File: config.mk
export PLATFORM = sky130hd
export DESIGN_NAME = asc_sequence_control
export DESIGN_NICKNAME = d
export VERILOG_FILES = /design/src/design/asc_pkg.sv /design/src/design/asc_sequence_control.sv
export SDC_FILE = /design/constraint.sdc
export NUM_CORES = 1
export LEC_CHECK = 0
export BUFFER_PORTS_ARGS = -buffer_cell sky130_fd_sc_hd__buf_2
export CAP_MARGIN = 30
export CORE_MARGIN = 8
export CORE_UTILIZATION = 57
export DETAILED_ROUTE_END_ITERATION = 7
export HOLD_SLACK_MARGIN = 0.02
export PLACE_DENSITY = 0.81
export SETUP_SLACK_MARGIN = 0.05
export SYNTH_ARGS = -nofsm -noshare
export SYNTH_HDL_FRONTEND = slang
export SYNTH_SLANG_ARGS = --single-unit
File: constraint.sdc
create_clock -name core_clk -period 4 [get_ports core_clk]
set_input_delay 1 -clock core_clk [delete_from_list [all_inputs] [get_ports core_clk]]
set_output_delay 1 -clock core_clk [all_outputs]
set_load 0.02 [all_outputs]
File: src/design/asc_pkg.sv
// Constants and types shared by the converter sequence control block
`default_nettype none
package asc_pkg;
    // Register indices on the plain register port
    localparam logic [2:0] ASC_CTRL_IDX = 3'h0;
    localparam logic [2:0] ASC_RES0_IDX = 3'h1;
    localparam logic [2:0] ASC_IRQ_STAT_IDX = 3'h5;
    localparam logic [2:0] ASC_IRQ_MASK_IDX = 3'h6;

    // Control word field positions
    localparam int ASC_ENABLE_BIT = 15;
    localparam int ASC_FLAG_BIT = 12;
    localparam int ASC_AFTER4_BIT = 11;
    localparam int ASC_IRQEN_BIT = 10;
    localparam int ASC_SRC_LSB = 8;
    localparam int ASC_DIV_LSB = 5;
    localparam int ASC_MODE_LSB = 3;
    localparam int ASC_CHAN_LSB = 0;

    // Writable control bits; reserved 14:13 and the flag are excluded
    localparam logic [15:0] ASC_CTRL_WMASK = 16'h8FFF;
    localparam logic [15:0] ASC_CTRL_RST = 16'h0000;
    localparam logic [2:0] ASC_IRQ_RST = 3'h0;

    // Status event bits
    localparam int ASC_EV_FLAG = 0;
    localparam int ASC_EV_RESULT = 1;
    localparam int ASC_EV_SEQDONE = 2;

    // Divider step and phase lengths in divided converter clocks
    localparam int ASC_DIV_STEP = 8;
    localparam logic [2:0] ASC_AZ_TICKS = 3'h2;
    localparam logic [2:0] ASC_SAMPLE_TICKS = 3'h2;
    localparam logic [2:0] ASC_CONV_TICKS = 3'h4;

    // Start sources
    typedef enum logic [1:0] {
        ASC_SRC_WRITE = 2'h0,
        ASC_SRC_EXT1 = 2'h1,
        ASC_SRC_GT2 = 2'h2,
        ASC_SRC_T0 = 2'h3
    } asc_src_t;

    // Sequencing modes
    typedef enum logic [1:0] {
        ASC_MODE_QUAD = 2'h0,
        ASC_MODE_SINGLE = 2'h1,
        ASC_MODE_SCAN = 2'h2,
        ASC_MODE_LOOP = 2'h3
    } asc_mode_t;

    // Conversion phases
    typedef enum logic [1:0] {
        ASC_IDLE,
        ASC_AZERO,
        ASC_SAMPLE,
        ASC_CONVERT
    } asc_state_t;
endpackage : asc_pkg
`default_nettype wire

File: src/design/asc_sequence_control.sv
// Four-channel converter sequence control with control word and results
`default_nettype none

// Register map on the plain register port, index in reg_addr
//   0     control word: enable, flag, irq options, start, divider,
//         mode and first channel
//   1..4  result registers for slots zero to three, low eight bits
//   5     sticky event status, write one to clear
//   6     event mask, same layout as the status register
//   7     unmapped, reads zero and ignores writes
//
// Event status bits
//   bit 0 conversion flag was set
//   bit 1 a result register was written
//   bit 2 a stopping sequence has finished
//
// Conversion timing
//   The converter clock is a one-cycle enable pulse from a divider that
//   restarts with each start, so every phase gets whole periods and the
//   first tick lands a full period after the start edge. One conversion
//   is auto-zero, sample and convert, each a fixed number of ticks. The
//   result from the core is taken on the last convert tick.
//
// Start and abort
//   Any start, from a control write or from the selected trigger pulse,
//   drops whatever is running and begins a fresh auto-zero. Clearing the
//   enable bit stops the sequencer in the same cycle as the write. The
//   core then sees no phase level, which saves its power.
//
// Limitations
//   Trigger inputs are taken as one-cycle pulses already in this clock
//   domain; a level held high would restart the conversion every cycle
//   and so never finish. The caller must shape the pulse.
//   The flag counts completions since the last start only, so in the
//   continuous mode it is set once per start, not once per lap.
//   Reserved control bits read as zero whatever software writes there.
//
// Trade-offs
//   Read data are registered, so a read answers one cycle later and is
//   zero in every other cycle; this keeps the read path off the result
//   array timing at the cost of a cycle of latency.
//   The completion counter saturates instead of wrapping, so a long
//   continuous run can never raise a second flag by accident.


// How it works
// - Four inputs, each conversion yields eight bits
// - Auto-zero phase precedes every sampling phase
// - Converter clock divides by eight times code+1
// - Start source: write, irq one, timers
// - New start aborts and restarts a conversion
// - Mode picks quad, single, scan or loop
// - Quad mode fills results zero to three
// - Other modes write the converted channel's result
// - Scan starts at first channel, wraps upward
// - First channel field selects input zero-three
// - Enable low blocks everything but enable write
// - Flag read-only, cleared by control writes
// - After-fourth bit picks first or fourth completion
// - Irq enable bit suppresses or permits flag
// - Four readable result registers
module asc_sequence_control
    import asc_pkg::*;
#(
    parameter int RES_W = 8,
    parameter int NUM_CH = 4
) (
    // Clock and reset
    input wire logic core_clk,
    input wire logic sys_rst,
    // Register port
    input wire logic [2:0] reg_addr,
    input wire logic [15:0] reg_wdata,
    input wire logic reg_wr,
    input wire logic reg_rd,
    output logic [15:0] reg_rdata,
    // Start triggers, one-cycle pulses
    input wire logic external_irq_one,
    input wire logic general_timer_two,
    input wire logic timer_zero,
    // Analog core side
    input wire logic [RES_W-1:0] core_result,
    output logic [1:0] core_channel,
    output logic core_autozero,
    output logic core_sample,
    output logic core_convert,
    output logic core_clk_en,
    // Interrupt
    output logic irq
);

    localparam int SLOT_W = $clog2(NUM_CH);

    // Divisor for a code: 8 * (code + 1), minus one for terminal count
    function automatic logic [5:0] div_last(input logic [2:0] code);
        div_last = 6'(ASC_DIV_STEP * (int'(code) + 1) - 1);
    endfunction : div_last

    // Channel after the given one, wrapping from three to zero
    function automatic logic [1:0] next_ch(input logic [1:0] ch);
        next_ch = ch + 2'h1;
    endfunction : next_ch

    logic [15:0] ctrl_ff;
    logic flag_ff;
    logic [RES_W-1:0] result_ff [NUM_CH];
    logic [2:0] irq_stat_ff;
    logic [2:0] irq_mask_ff;
    logic [15:0] rdata_ff;
    logic [5:0] div_cnt_ff;
    logic tick_ff;
    asc_state_t state_ff;
    asc_state_t nxt_state;
    logic [2:0] phase_cnt_ff;
    logic [1:0] chan_ff;
    logic [SLOT_W-1:0] slot_ff;
    logic [2:0] done_cnt_ff;

    logic enabled;
    logic ctrl_wr;
    logic ctrl_off;
    logic [15:0] ctrl_new;
    logic start;
    logic phase_end;
    logic conv_done;
    logic seq_last;
    logic flag_set;
    logic [1:0] res_idx;
    asc_mode_t mode;

    assign enabled = ctrl_ff[ASC_ENABLE_BIT];
    assign mode = asc_mode_t'(ctrl_ff[ASC_MODE_LSB +: 2]);
    assign ctrl_wr = reg_wr && reg_addr == ASC_CTRL_IDX;

    // A write that clears the enable stops the sequencer at once, so the
    // core never runs a cycle after software has switched it off
    assign ctrl_off = ctrl_wr && !ctrl_new[ASC_ENABLE_BIT];

    // Disabled, only the enable bit takes a write
    always_comb begin
        ctrl_new = ctrl_ff;
        if (enabled) begin
            ctrl_new = reg_wdata & ASC_CTRL_WMASK;
        end else begin
            ctrl_new[ASC_ENABLE_BIT] = reg_wdata[ASC_ENABLE_BIT];
        end
    end

    // Control word store
    always_ff @(posedge core_clk or posedge sys_rst) begin
        if (sys_rst) begin
            ctrl_ff <= ASC_CTRL_RST;
        end else if (ctrl_wr) begin
            ctrl_ff <= ctrl_new;
        end
    end

    // Start trigger select; a write start uses the freshly written word
    always_comb begin
        start = 1'b0;
        if (ctrl_wr) begin
            start = ctrl_new[ASC_ENABLE_BIT] && enabled
                && ctrl_new[ASC_SRC_LSB +: 2] == ASC_SRC_WRITE;
        end
        if (enabled) begin
            case (asc_src_t'(ctrl_ff[ASC_SRC_LSB +: 2]))
                ASC_SRC_EXT1: start = start || external_irq_one;
                ASC_SRC_GT2: start = start || general_timer_two;
                ASC_SRC_T0: start = start || timer_zero;
                default: start = start;
            endcase
        end
    end

    // Converter clock divider, restarted with each start and held in idle so that
    // every phase gets whole periods
    always_ff @(posedge core_clk or posedge sys_rst) begin
        if (sys_rst) begin
            div_cnt_ff <= 6'h0;
            tick_ff <= 1'b0;
        end else if (start || state_ff == ASC_IDLE) begin
            div_cnt_ff <= 6'h0;
            tick_ff <= 1'b0;
        end else if (div_cnt_ff >= div_last(ctrl_ff[ASC_DIV_LSB +: 3])) begin
            div_cnt_ff <= 6'h0;
            tick_ff <= 1'b1;
        end else begin
            div_cnt_ff <= div_cnt_ff + 6'h1;
            tick_ff <= 1'b0;
        end
    end

    // Phase length reached on this converter clock
    always_comb begin
        phase_end = 1'b0;
        case (state_ff)
            ASC_AZERO: phase_end = phase_cnt_ff == ASC_AZ_TICKS - 3'h1;
            ASC_SAMPLE: phase_end = phase_cnt_ff == ASC_SAMPLE_TICKS - 3'h1;
            ASC_CONVERT: phase_end = phase_cnt_ff == ASC_CONV_TICKS - 3'h1;
            default: phase_end = 1'b0;
        endcase
        phase_end = phase_end && tick_ff;
    end

    assign conv_done = state_ff == ASC_CONVERT && phase_end && !start;

    // Last conversion of a stopping sequence
    always_comb begin
        case (mode)
            ASC_MODE_SINGLE: seq_last = 1'b1;
            ASC_MODE_LOOP: seq_last = 1'b0;
            default: seq_last = slot_ff == SLOT_W'(NUM_CH - 1);
        endcase
    end

    // Phase sequencer: auto-zero, sample, convert, then next or idle
    always_comb begin
        nxt_state = state_ff;
        if (!enabled || ctrl_off) begin
            nxt_state = ASC_IDLE;
        end else if (start) begin
            nxt_state = ASC_AZERO;
        end else if (phase_end) begin
            case (state_ff)
                ASC_AZERO: nxt_state = ASC_SAMPLE;
                ASC_SAMPLE: nxt_state = ASC_CONVERT;
                ASC_CONVERT: nxt_state = seq_last ? ASC_IDLE : ASC_AZERO;
                default: nxt_state = ASC_IDLE;
            endcase
        end
    end

    // State and phase tick count
    always_ff @(posedge core_clk or posedge sys_rst) begin
        if (sys_rst) begin
            state_ff <= ASC_IDLE;
            phase_cnt_ff <= 3'h0;
        end else begin
            state_ff <= nxt_state;
            if (start || phase_end || !enabled) begin
                phase_cnt_ff <= 3'h0;
            end else if (tick_ff) begin
                phase_cnt_ff <= phase_cnt_ff + 3'h1;
            end
        end
    end

    // Channel and slot stepping; quad mode keeps the channel fixed
    always_ff @(posedge core_clk or posedge sys_rst) begin
        if (sys_rst) begin
            chan_ff <= 2'h0;
            slot_ff <= '0;
        end else if (start) begin
            chan_ff <= ctrl_wr ? ctrl_new[ASC_CHAN_LSB +: 2]
                : ctrl_ff[ASC_CHAN_LSB +: 2];
            slot_ff <= '0;
        end else if (conv_done) begin
            slot_ff <= slot_ff + SLOT_W'(1);
            if (mode == ASC_MODE_SCAN || mode == ASC_MODE_LOOP) begin
                chan_ff <= next_ch(chan_ff);
            end
        end
    end

    // Quad mode writes by slot, other modes by channel
    assign res_idx = mode == ASC_MODE_QUAD ? 2'(slot_ff)
        : chan_ff;

    // Result capture from the analog core
    always_ff @(posedge core_clk or posedge sys_rst) begin
        if (sys_rst) begin
            for (int i = 0; i < NUM_CH; i++) begin
                result_ff[i] <= '0;
            end
        end else if (conv_done) begin
            result_ff[res_idx] <= core_result;
        end
    end

    // Completions since start, saturating at seven
    always_ff @(posedge core_clk or posedge sys_rst) begin
        if (sys_rst) begin
            done_cnt_ff <= 3'h0;
        end else if (start) begin
            done_cnt_ff <= 3'h0;
        end else if (conv_done && done_cnt_ff != 3'h7) begin
            done_cnt_ff <= done_cnt_ff + 3'h1;
        end
    end

    // Flag sets on the first or fourth completion when enabled
    assign flag_set = conv_done && ctrl_ff[ASC_IRQEN_BIT]
        && done_cnt_ff == (ctrl_ff[ASC_AFTER4_BIT] ? 3'h3 : 3'h0);

    // Control write clears the flag; a same-cycle set still wins
    always_ff @(posedge core_clk or posedge sys_rst) begin
        if (sys_rst) begin
            flag_ff <= 1'b0;
        end else if (flag_set) begin
            flag_ff <= 1'b1;
        end else if (ctrl_wr) begin
            flag_ff <= 1'b0;
        end
    end

    // Sticky event status, write one to clear, set wins
    always_ff @(posedge core_clk or posedge sys_rst) begin
        if (sys_rst) begin
            irq_stat_ff <= ASC_IRQ_RST;
        end else begin
            for (int b = 0; b < 3; b++) begin
                if (reg_wr && enabled && reg_addr == ASC_IRQ_STAT_IDX
                    && reg_wdata[b]) begin
                    irq_stat_ff[b] <= 1'b0;
                end
            end
            if (flag_set) begin
                irq_stat_ff[ASC_EV_FLAG] <= 1'b1;
            end
            if (conv_done) begin
                irq_stat_ff[ASC_EV_RESULT] <= 1'b1;
            end
            if (conv_done && seq_last) begin
                irq_stat_ff[ASC_EV_SEQDONE] <= 1'b1;
            end
        end
    end

    // Interrupt mask
    always_ff @(posedge core_clk or posedge sys_rst) begin
        if (sys_rst) begin
            irq_mask_ff <= ASC_IRQ_RST;
        end else if (reg_wr && enabled && reg_addr == ASC_IRQ_MASK_IDX) begin
            irq_mask_ff <= reg_wdata[2:0];
        end
    end

    // Read data one cycle after the strobe; blocked reads return zero
    always_ff @(posedge core_clk or posedge sys_rst) begin
        if (sys_rst) begin
            rdata_ff <= 16'h0000;
        end else if (reg_rd && enabled) begin
            case (reg_addr)
                ASC_CTRL_IDX: begin
                    rdata_ff <= ctrl_ff;
                    rdata_ff[ASC_FLAG_BIT] <= flag_ff;
                end
                ASC_IRQ_STAT_IDX: rdata_ff <= {13'h0, irq_stat_ff};
                ASC_IRQ_MASK_IDX: rdata_ff <= {13'h0, irq_mask_ff};
                default: begin
                    if (reg_addr >= ASC_RES0_IDX
                        && reg_addr < ASC_RES0_IDX + 3'(NUM_CH)) begin
                        rdata_ff <= 16'(result_ff[2'(reg_addr
                            - ASC_RES0_IDX)]);
                    end else begin
                        rdata_ff <= 16'h0000;
                    end
                end
            endcase
        end else begin
            rdata_ff <= 16'h0000;
        end
    end

    assign reg_rdata = rdata_ff;

    // Analog core controls; phase levels decoded from the phase register, channel and clock enable taken from their registers
    assign core_channel = chan_ff;
    assign core_autozero = state_ff == ASC_AZERO;
    assign core_sample = state_ff == ASC_SAMPLE;
    assign core_convert = state_ff == ASC_CONVERT;
    assign core_clk_en = tick_ff;

    // Level interrupt while any unmasked event is pending
    assign irq = |(irq_stat_ff & irq_mask_ff);

endmodule : asc_sequence_control
`default_nettype wire

==> flow_metrics.tcl, run 1 <==
set metrics [dict create \
    synthSimpleGateAreaFrac 0.1199 \
    cpMaxStageDelayCell "or4_1" \
    worstMarginPinSlew_ns 0.7388 \
    regArea_um2 2127 \
    r2r-end "result_ff[18]$_DFFE_PP0P_" \
    cp-endpoint "result_ff[18]$_DFFE_PP0P_" \
    hold_buffers 0 \
    drtIter0Drc 102 \
    dp_hpwl_um 6481 \
    rsz0062_at_grt "false" \
    cpLargestDelayFamily "simple AND/OR/NAND/NOR gates" \
    yosysTopAreaCell "dfrtp_1" \
    maxSlewHeadroom 0.5037 \
    die_width_um 100.8 \
    drc 0 \
    grt_pass1_wl_um 14210 \
    holdWs_ns 0.5070 \
    max_freq_mhz 318.5 \
    slew_viol_final 0 \
    synth.avg_cell_area_um2 12.69 \
    crit_buf_inv 3 \
    final.setup_skew_ns 0.01053 \
    dr.pass1.iters 4 \
    nets 426 \
    synth-adder-area-share 0.04577 \
    antenna_found_initial 0 \
    ys_async_sr_fraction 1.000 \
    drive_above_1_share 0.3586 \
    irDropWorstVdd_uv 243.4 \
    coreArea_um2 7098 \
    worstPathMaxFanout 11 \
    cpPeakStageDelay_ns 0.77 \
    finalSetupTns_ns 0 \
    cts_tree "yes" \
    syn_to_final_growth_pct 13.49 \
    muxShareOfSynthArea 0.1980 \
    synth_cells 323 \
    power_mw 2.070 \
    ys_top_cells_by_count "85 x dfrtp_1, 41 x mux2_2, 18 x inv_1, 18 x nand2_1, 18 x nor2_1" \
    cp-startpoint "reg_addr[0]" \
    gp_congestion 0.9416 \
    syn_area_um2 4100 \
    grt_start_max_net_pins 41 \
    cp.required_ns 4.23 \
    ys_seq_area_frac 0.5188 \
    root_buffer "clkbuf_8" \
    die-area_um2 10160 \
    worstSetupPathType "in -> reg" \
    finalCritPeriodShare 0.7849 \
    r2r_cells 6 \
    r2r_start "state_ff[1]$_DFFE_PP0P_" \
    ys_ff_latch 85 \
    drtAntennaViolNets 0 \
    setup-violations-final 0 \
    clk_latency_ns 0.35 \
    finalHoldViolations 0 \
    worst_slack_ns 0.8604 \
    portBuffers 51 \
    fin_crit_ns 3.140 \
    status "completed" \
    place_ws_ns 0.4623 \
    crit_path_end_kind "flop" \
    leakagePower_nw 2.224 \
    start_util 0.5776 \
    critical_path_arrival_ns 3.37 \
    rows 31 \
    hold_path.class "reg -> reg" \
    fill_cells 560 \
    ys_types 48 \
    wire_per_inst_um 18.18 \
    yosys_warnings 0 \
    synthTopCellsByArea "dfrtp_1 52%, mux2_2 11%, ha_1 4.6%" \
    cts.repair.resized 0 \
    routed_via_density 5.634 \
    synth_edf_count 0 \
    power_density_nw_per_um2 444.8 \
    die-height_um 100.8 \
    gr-total-overflow 0 \
    yosys.cell_count.top_type "dfrtp_1" \
    grt_pass1_vias 2931 \
    path_clk_slew_ns 0.08 \
    finalWirelength_um 8746 \
    crit_path_start_kind "input pin" \
    cp.depth 8 \
    synth_ff_type "dfrtp_1" \
    htreeDepth 3 \
    n_antenna_cell 0 \
    synth_top_family_by_area "multiplexers" \
    synth_compound_area_frac 0.06225 \
    vias 2710 \
    yosysTopAreaCellShare 0.5188 \
    clock-sinks 85 \
    cts_setup_buffers 0 \
    cts_buffers 9 \
    pin_count 57 \
    synthXorXnorAreaFrac 0.01922 \
    r2r_slack_ns 1.21 \
    multi_input_area_um2 1833 \
    maxCapViolations 0 \
    grtUsageTotal 0.1829 \
    cp_cell_sequence "buf_2, inv_1, ha_1, nand4b_1, nor4b_2, buf_4, or4_1, mux2_4" \
    clockBufferDepth 2 \
]
-- sequential cells by signal, indices dropped and copies added, names as in the netlist --
name and count:
flag_ff 1, irq_mask_ff 3, reg_rdata 14, div_cnt_ff 6
ctrl_ff 13, core_channel 2, irq_stat_ff 3, core_clk_en 1
slot_ff 2, state_ff 2, phase_cnt_ff 3, done_cnt_ff 3
result_ff 32
-- routing by layer --
layer	up-vias	global-route usage	wire length (um)
li1	1265	-	-
met1	1363	0.2243	3725
met2	65	0.2995	4455
met3	17	0.04696	378
met4	0	0.07442	187
met5	-	0	0
-- cell families (layout without fill, tap and decap cells) --
group           Yosys count  in the layout
flops                    85             85
simple gates             81             81
mux                      62             62
compound gates           38             38
buf+inv                  32             90
fa+ha+maj                15             15
xor+xnor                  9              9
other cells               1              2
-- cell usage in the layout, fill, tap and decap left out, drive strengths merged, types with 8 or more instances in the layout --
cell / instances
a21oi: 9
buf: 56
clkbuf: 12
dfrtp: 85
ha: 15
inv: 18
mux2: 49
mux4: 8
nand2: 18
nor2: 18
o21ai: 8
-- where the power goes --
part	internal [mW]	switching, mW	total, mW
Clock	0.328	0.303	0.630
Combinational	0.173	0.221	0.394
Sequential	0.952	0.0932	1.05
-- worst min-delay path by stage --
stage	from	endpoint	slack (ns)	cells past startpoint
6_report	result_ff[27]$_DFFE_PP0P_	result_ff[27]$_DFFE_PP0P_	0.51	1
5_1_grt	result_ff[27]$_DFFE_PP0P_	result_ff[27]$_DFFE_PP0P_	0.52	1
4_1_cts	ctrl_ff[10]$_DFFE_PP0P_	reg_rdata[10]$_DFF_PP0_	0.51	1
3_5_place_dp	result_ff[27]$_DFFE_PP0P_	result_ff[27]$_DFFE_PP0P_	0.49	1
3_3_place_gp	div_cnt_ff[0]$_DFF_PP0_	div_cnt_ff[0]$_DFF_PP0_	0.48	1
2_1_floorplan	flag_ff$_DFFE_PP0P_	reg_rdata[12]$_DFF_PP0_	0.45	1
-- stage by stage --
stage | cell area [um^2] | instances | utilization
floorplan | 4104 | 324 | -
global placement | 4438 | 464 | 0.6252
detailed placement | 4438 | 464 | 0.6252
CTS | 4648 | 480 | 0.6549
global route | 4653 | 481 | 0.6556
finish | 4653 | 481 | 0.6556
-- area by class of cell --
class,count,share of cell area
clock buffers,12,0.03334
clock inverters,4,0.01183
inverters,18,0.01479
multi-input cells,207,0.3939
flip-flops and latches,85,0.4571
well taps,99,0.02662
repair buffers,56,0.06238
-- worst register-to-register path, stage by stage, from the launching register on --
cell,delay [ns]
dfrtp_1,0.42
inv_1,0.08
ha_1,0.22
nand4bb_4,0.28
or2_1,0.40
or4_1,0.86
mux2_4,0.41
Power figures use the tool's default switching activity.
==> inputs of run 2 (changes only) <==
==> constraint.sdc (replaced) <==
create_clock -name core_clk -period 3.2 [get_ports core_clk]
set_input_delay 0.8 -clock core_clk [delete_from_list [all_inputs] [get_ports core_clk]]
set_output_delay 0.8 -clock core_clk [all_outputs]
set_load 0.02 [all_outputs]
==> run 2 against run 1 <==
Combinational power up 27%. Clock skew is 0.0023 ns lower. Die area did not move. First-iteration DRC count rose by 77%. Utilization increased by 0.67 points. Critical path type is now reg -> reg. Largest power group unchanged.
==> flow_metrics.tcl, run 2 (synthesized netlist as in run 1, its figures left out) <==
set metrics [dict create \
    status "completed" \
    dp_hpwl_um 6233 \
    die-height_um 100.8 \
    maxCapViolations 0 \
    crit_path_start_kind "flop" \
    coreArea_um2 7098 \
    finalSetupTns_ns 0 \
    clockBufferDepth 2 \
    finalCritPeriodShare 0.8148 \
    cp.required_ns 3.44 \
    seqPwrFrac 0.507 \
    portBuffers 51 \
    power.net_switching_mw 0.7976 \
    syn_to_final_growth_pct 14.65 \
    rows 31 \
    htreeDepth 3 \
    power_frac_comb 0.194 \
    nets 431 \
    clock-sinks 85 \
    path_clk_slew_ns 0.09 \
    grtUsageTotal 0.1784 \
    power_mw 2.582 \
    cts_setup_buffers 0 \
    crit_path_end_kind "flop" \
    wl_met2_um 4098 \
    cpLargestDelayFamily "simple AND/OR/NAND/NOR gates" \
    wire_per_inst_um 17.47 \
    antenna_found_initial 0 \
    final_common_cell "dfrtp_1" \
    regArea_um2 2127 \
    clk_latency_ns 0.36 \
    final.setup_skew_ns 0.008274 \
    finalHoldViolations 0 \
    cts.repair.resized 0 \
    hold_path.class "in -> async" \
    slew_viol_final 0 \
    worstPathMaxFanout 8 \
    worst_slack_ns 0.5927 \
    start_util 0.5776 \
    highest_layer "met4" \
    gr-total-overflow 0 \
    n_antenna_cell 0 \
    cp_cell_sequence "inv_1, ha_1, nand4bb_4, or2_1, or4_1, buf_4, mux2_4" \
    grt_pass1_wl_um 14120 \
    top_register "result_ff" \
    fin_crit_ns 2.607 \
    cpMaxStageDelayCell "or4_1" \
    root_buffer "clkbuf_8" \
    critical_path_arrival_ns 2.85 \
    cpPeakStageDelay_ns 0.56 \
    p_clk_frac 0.300 \
    leakagePower_nw 2.245 \
    maxSlewHeadroom 0.5935 \
    final_cell_count_no_fill 486 \
    multi_input_area_um2 1833 \
    netSwitchingFraction 0.3089 \
    gp_congestion 0.8533 \
    dr.pass1.iters 4 \
    max_freq_mhz 383.5 \
    largest_reg_flops 32 \
    worstMarginPinSlew_ns 0.6013 \
    dp.cells 470 \
    cts_tree "yes" \
    hold_buffers 0 \
    setup-violations-final 0 \
    power_density_nw_per_um2 549.2 \
    drive_above_1_share 0.3695 \
    vias 2744 \
    drtIter0Drc 181 \
    internal-power_mw 1.784 \
    most-common-layout-cells "85 x dfrtp_1, 51 x buf_2, 41 x mux2_2" \
    drc 0 \
    finalWirelength_um 8491 \
    grt_start_max_net_pins 53 \
    fill_cells 516 \
    place_ws_ns 0.3823 \
    grt_pass1_vias 2878 \
    rsz0062_at_grt "false" \
    pin_count 57 \
    die-area_um2 10160 \
    drtAntennaViolNets 0 \
    wl_met1_um 3773 \
    die_width_um 100.8 \
    irDropWorstVdd_uv 299.4 \
    worstSetupPathType "reg -> reg" \
    cts_buffers 9 \
    crit_buf_inv 2 \
    routed_via_density 5.646 \
    wl_met3_um 568 \
]
[run 2: cell types whose count changed in the layout (fill, tap and decap cells not counted), sizes merged]
cell      change
buf           +5
clkbuf        -3
clkinvlp      +1
inv           +2
[run 2: worst reg2reg max path, stage by stage, from the launching register on]
cell and delay, ns:
dfrtp_1 0.39, inv_1 0.09, ha_1 0.25, nand4bb_4 0.28, or2_1 0.41, or4_1 0.56, buf_4 0.22, mux2_4 0.31
[run 2: path summary, 6_finish.rpt]
kind	startpoint	end	slack (ns)	cells past startpoint
max	state_ff[0]$_DFFE_PP0P_	result_ff[16]$_DFFE_PP0P_	0.59	7
min	sys_rst	irq_mask_ff[2]$_DFFE_PP0P_	0.49	2
max reg2reg	state_ff[0]$_DFFE_PP0P_	result_ff[16]$_DFFE_PP0P_	0.59	7
min reg2reg	div_cnt_ff[0]$_DFF_PP0_	div_cnt_ff[0]$_DFF_PP0_	0.49	1
max in group asynchronous	sys_rst	div_cnt_ff[2]$_DFF_PP0_	2.04	3
min in group core_clk	div_cnt_ff[0]$_DFF_PP0_	div_cnt_ff[0]$_DFF_PP0_	0.49	1
[run 2: power groups by stage]
stage / combinational (mW) / sequential (mW) / clock (mW)
after floorplan: 0.365 / 1.30 / 0
after global placement: 0.483 / 1.32 / 0
after detailed placement: 0.500 / 1.33 / 0
after CTS: 0.504 / 1.31 / 0.786
after global routing: 0.555 / 1.33 / 0.826
final: 0.500 / 1.31 / 0.773
[run 2: final cells by class]
type / count / area share
Sequential cell: 85 / 0.4525
Multi-Input combinational cell: 207 / 0.3899
Timing Repair Buffer: 61 / 0.07293
Clock buffer: 9 / 0.02635
Tap cell: 99 / 0.02635
Clock inverter: 7 / 0.01730
Inverter: 18 / 0.01464
[run 2: stage by stage]
stage,hold slack (ns),utilization,area [um^2]
global placement,0.4742,0.6334,4496
CTS,0.4923,0.6623,4701
finish,0.4877,0.6623,4701
detailed placement,0.4806,0.6334,4496
floorplan,0.4545,-,4104
global route,0.5160,0.6623,4701
[run 2: metal layers]
layer / up-vias / global-route usage
met5: - / 0
met4: 0 / 0.04767
met3: 10 / 0.05456
met2: 96 / 0.2863
met1: 1359 / 0.2279
li1: 1279 / -
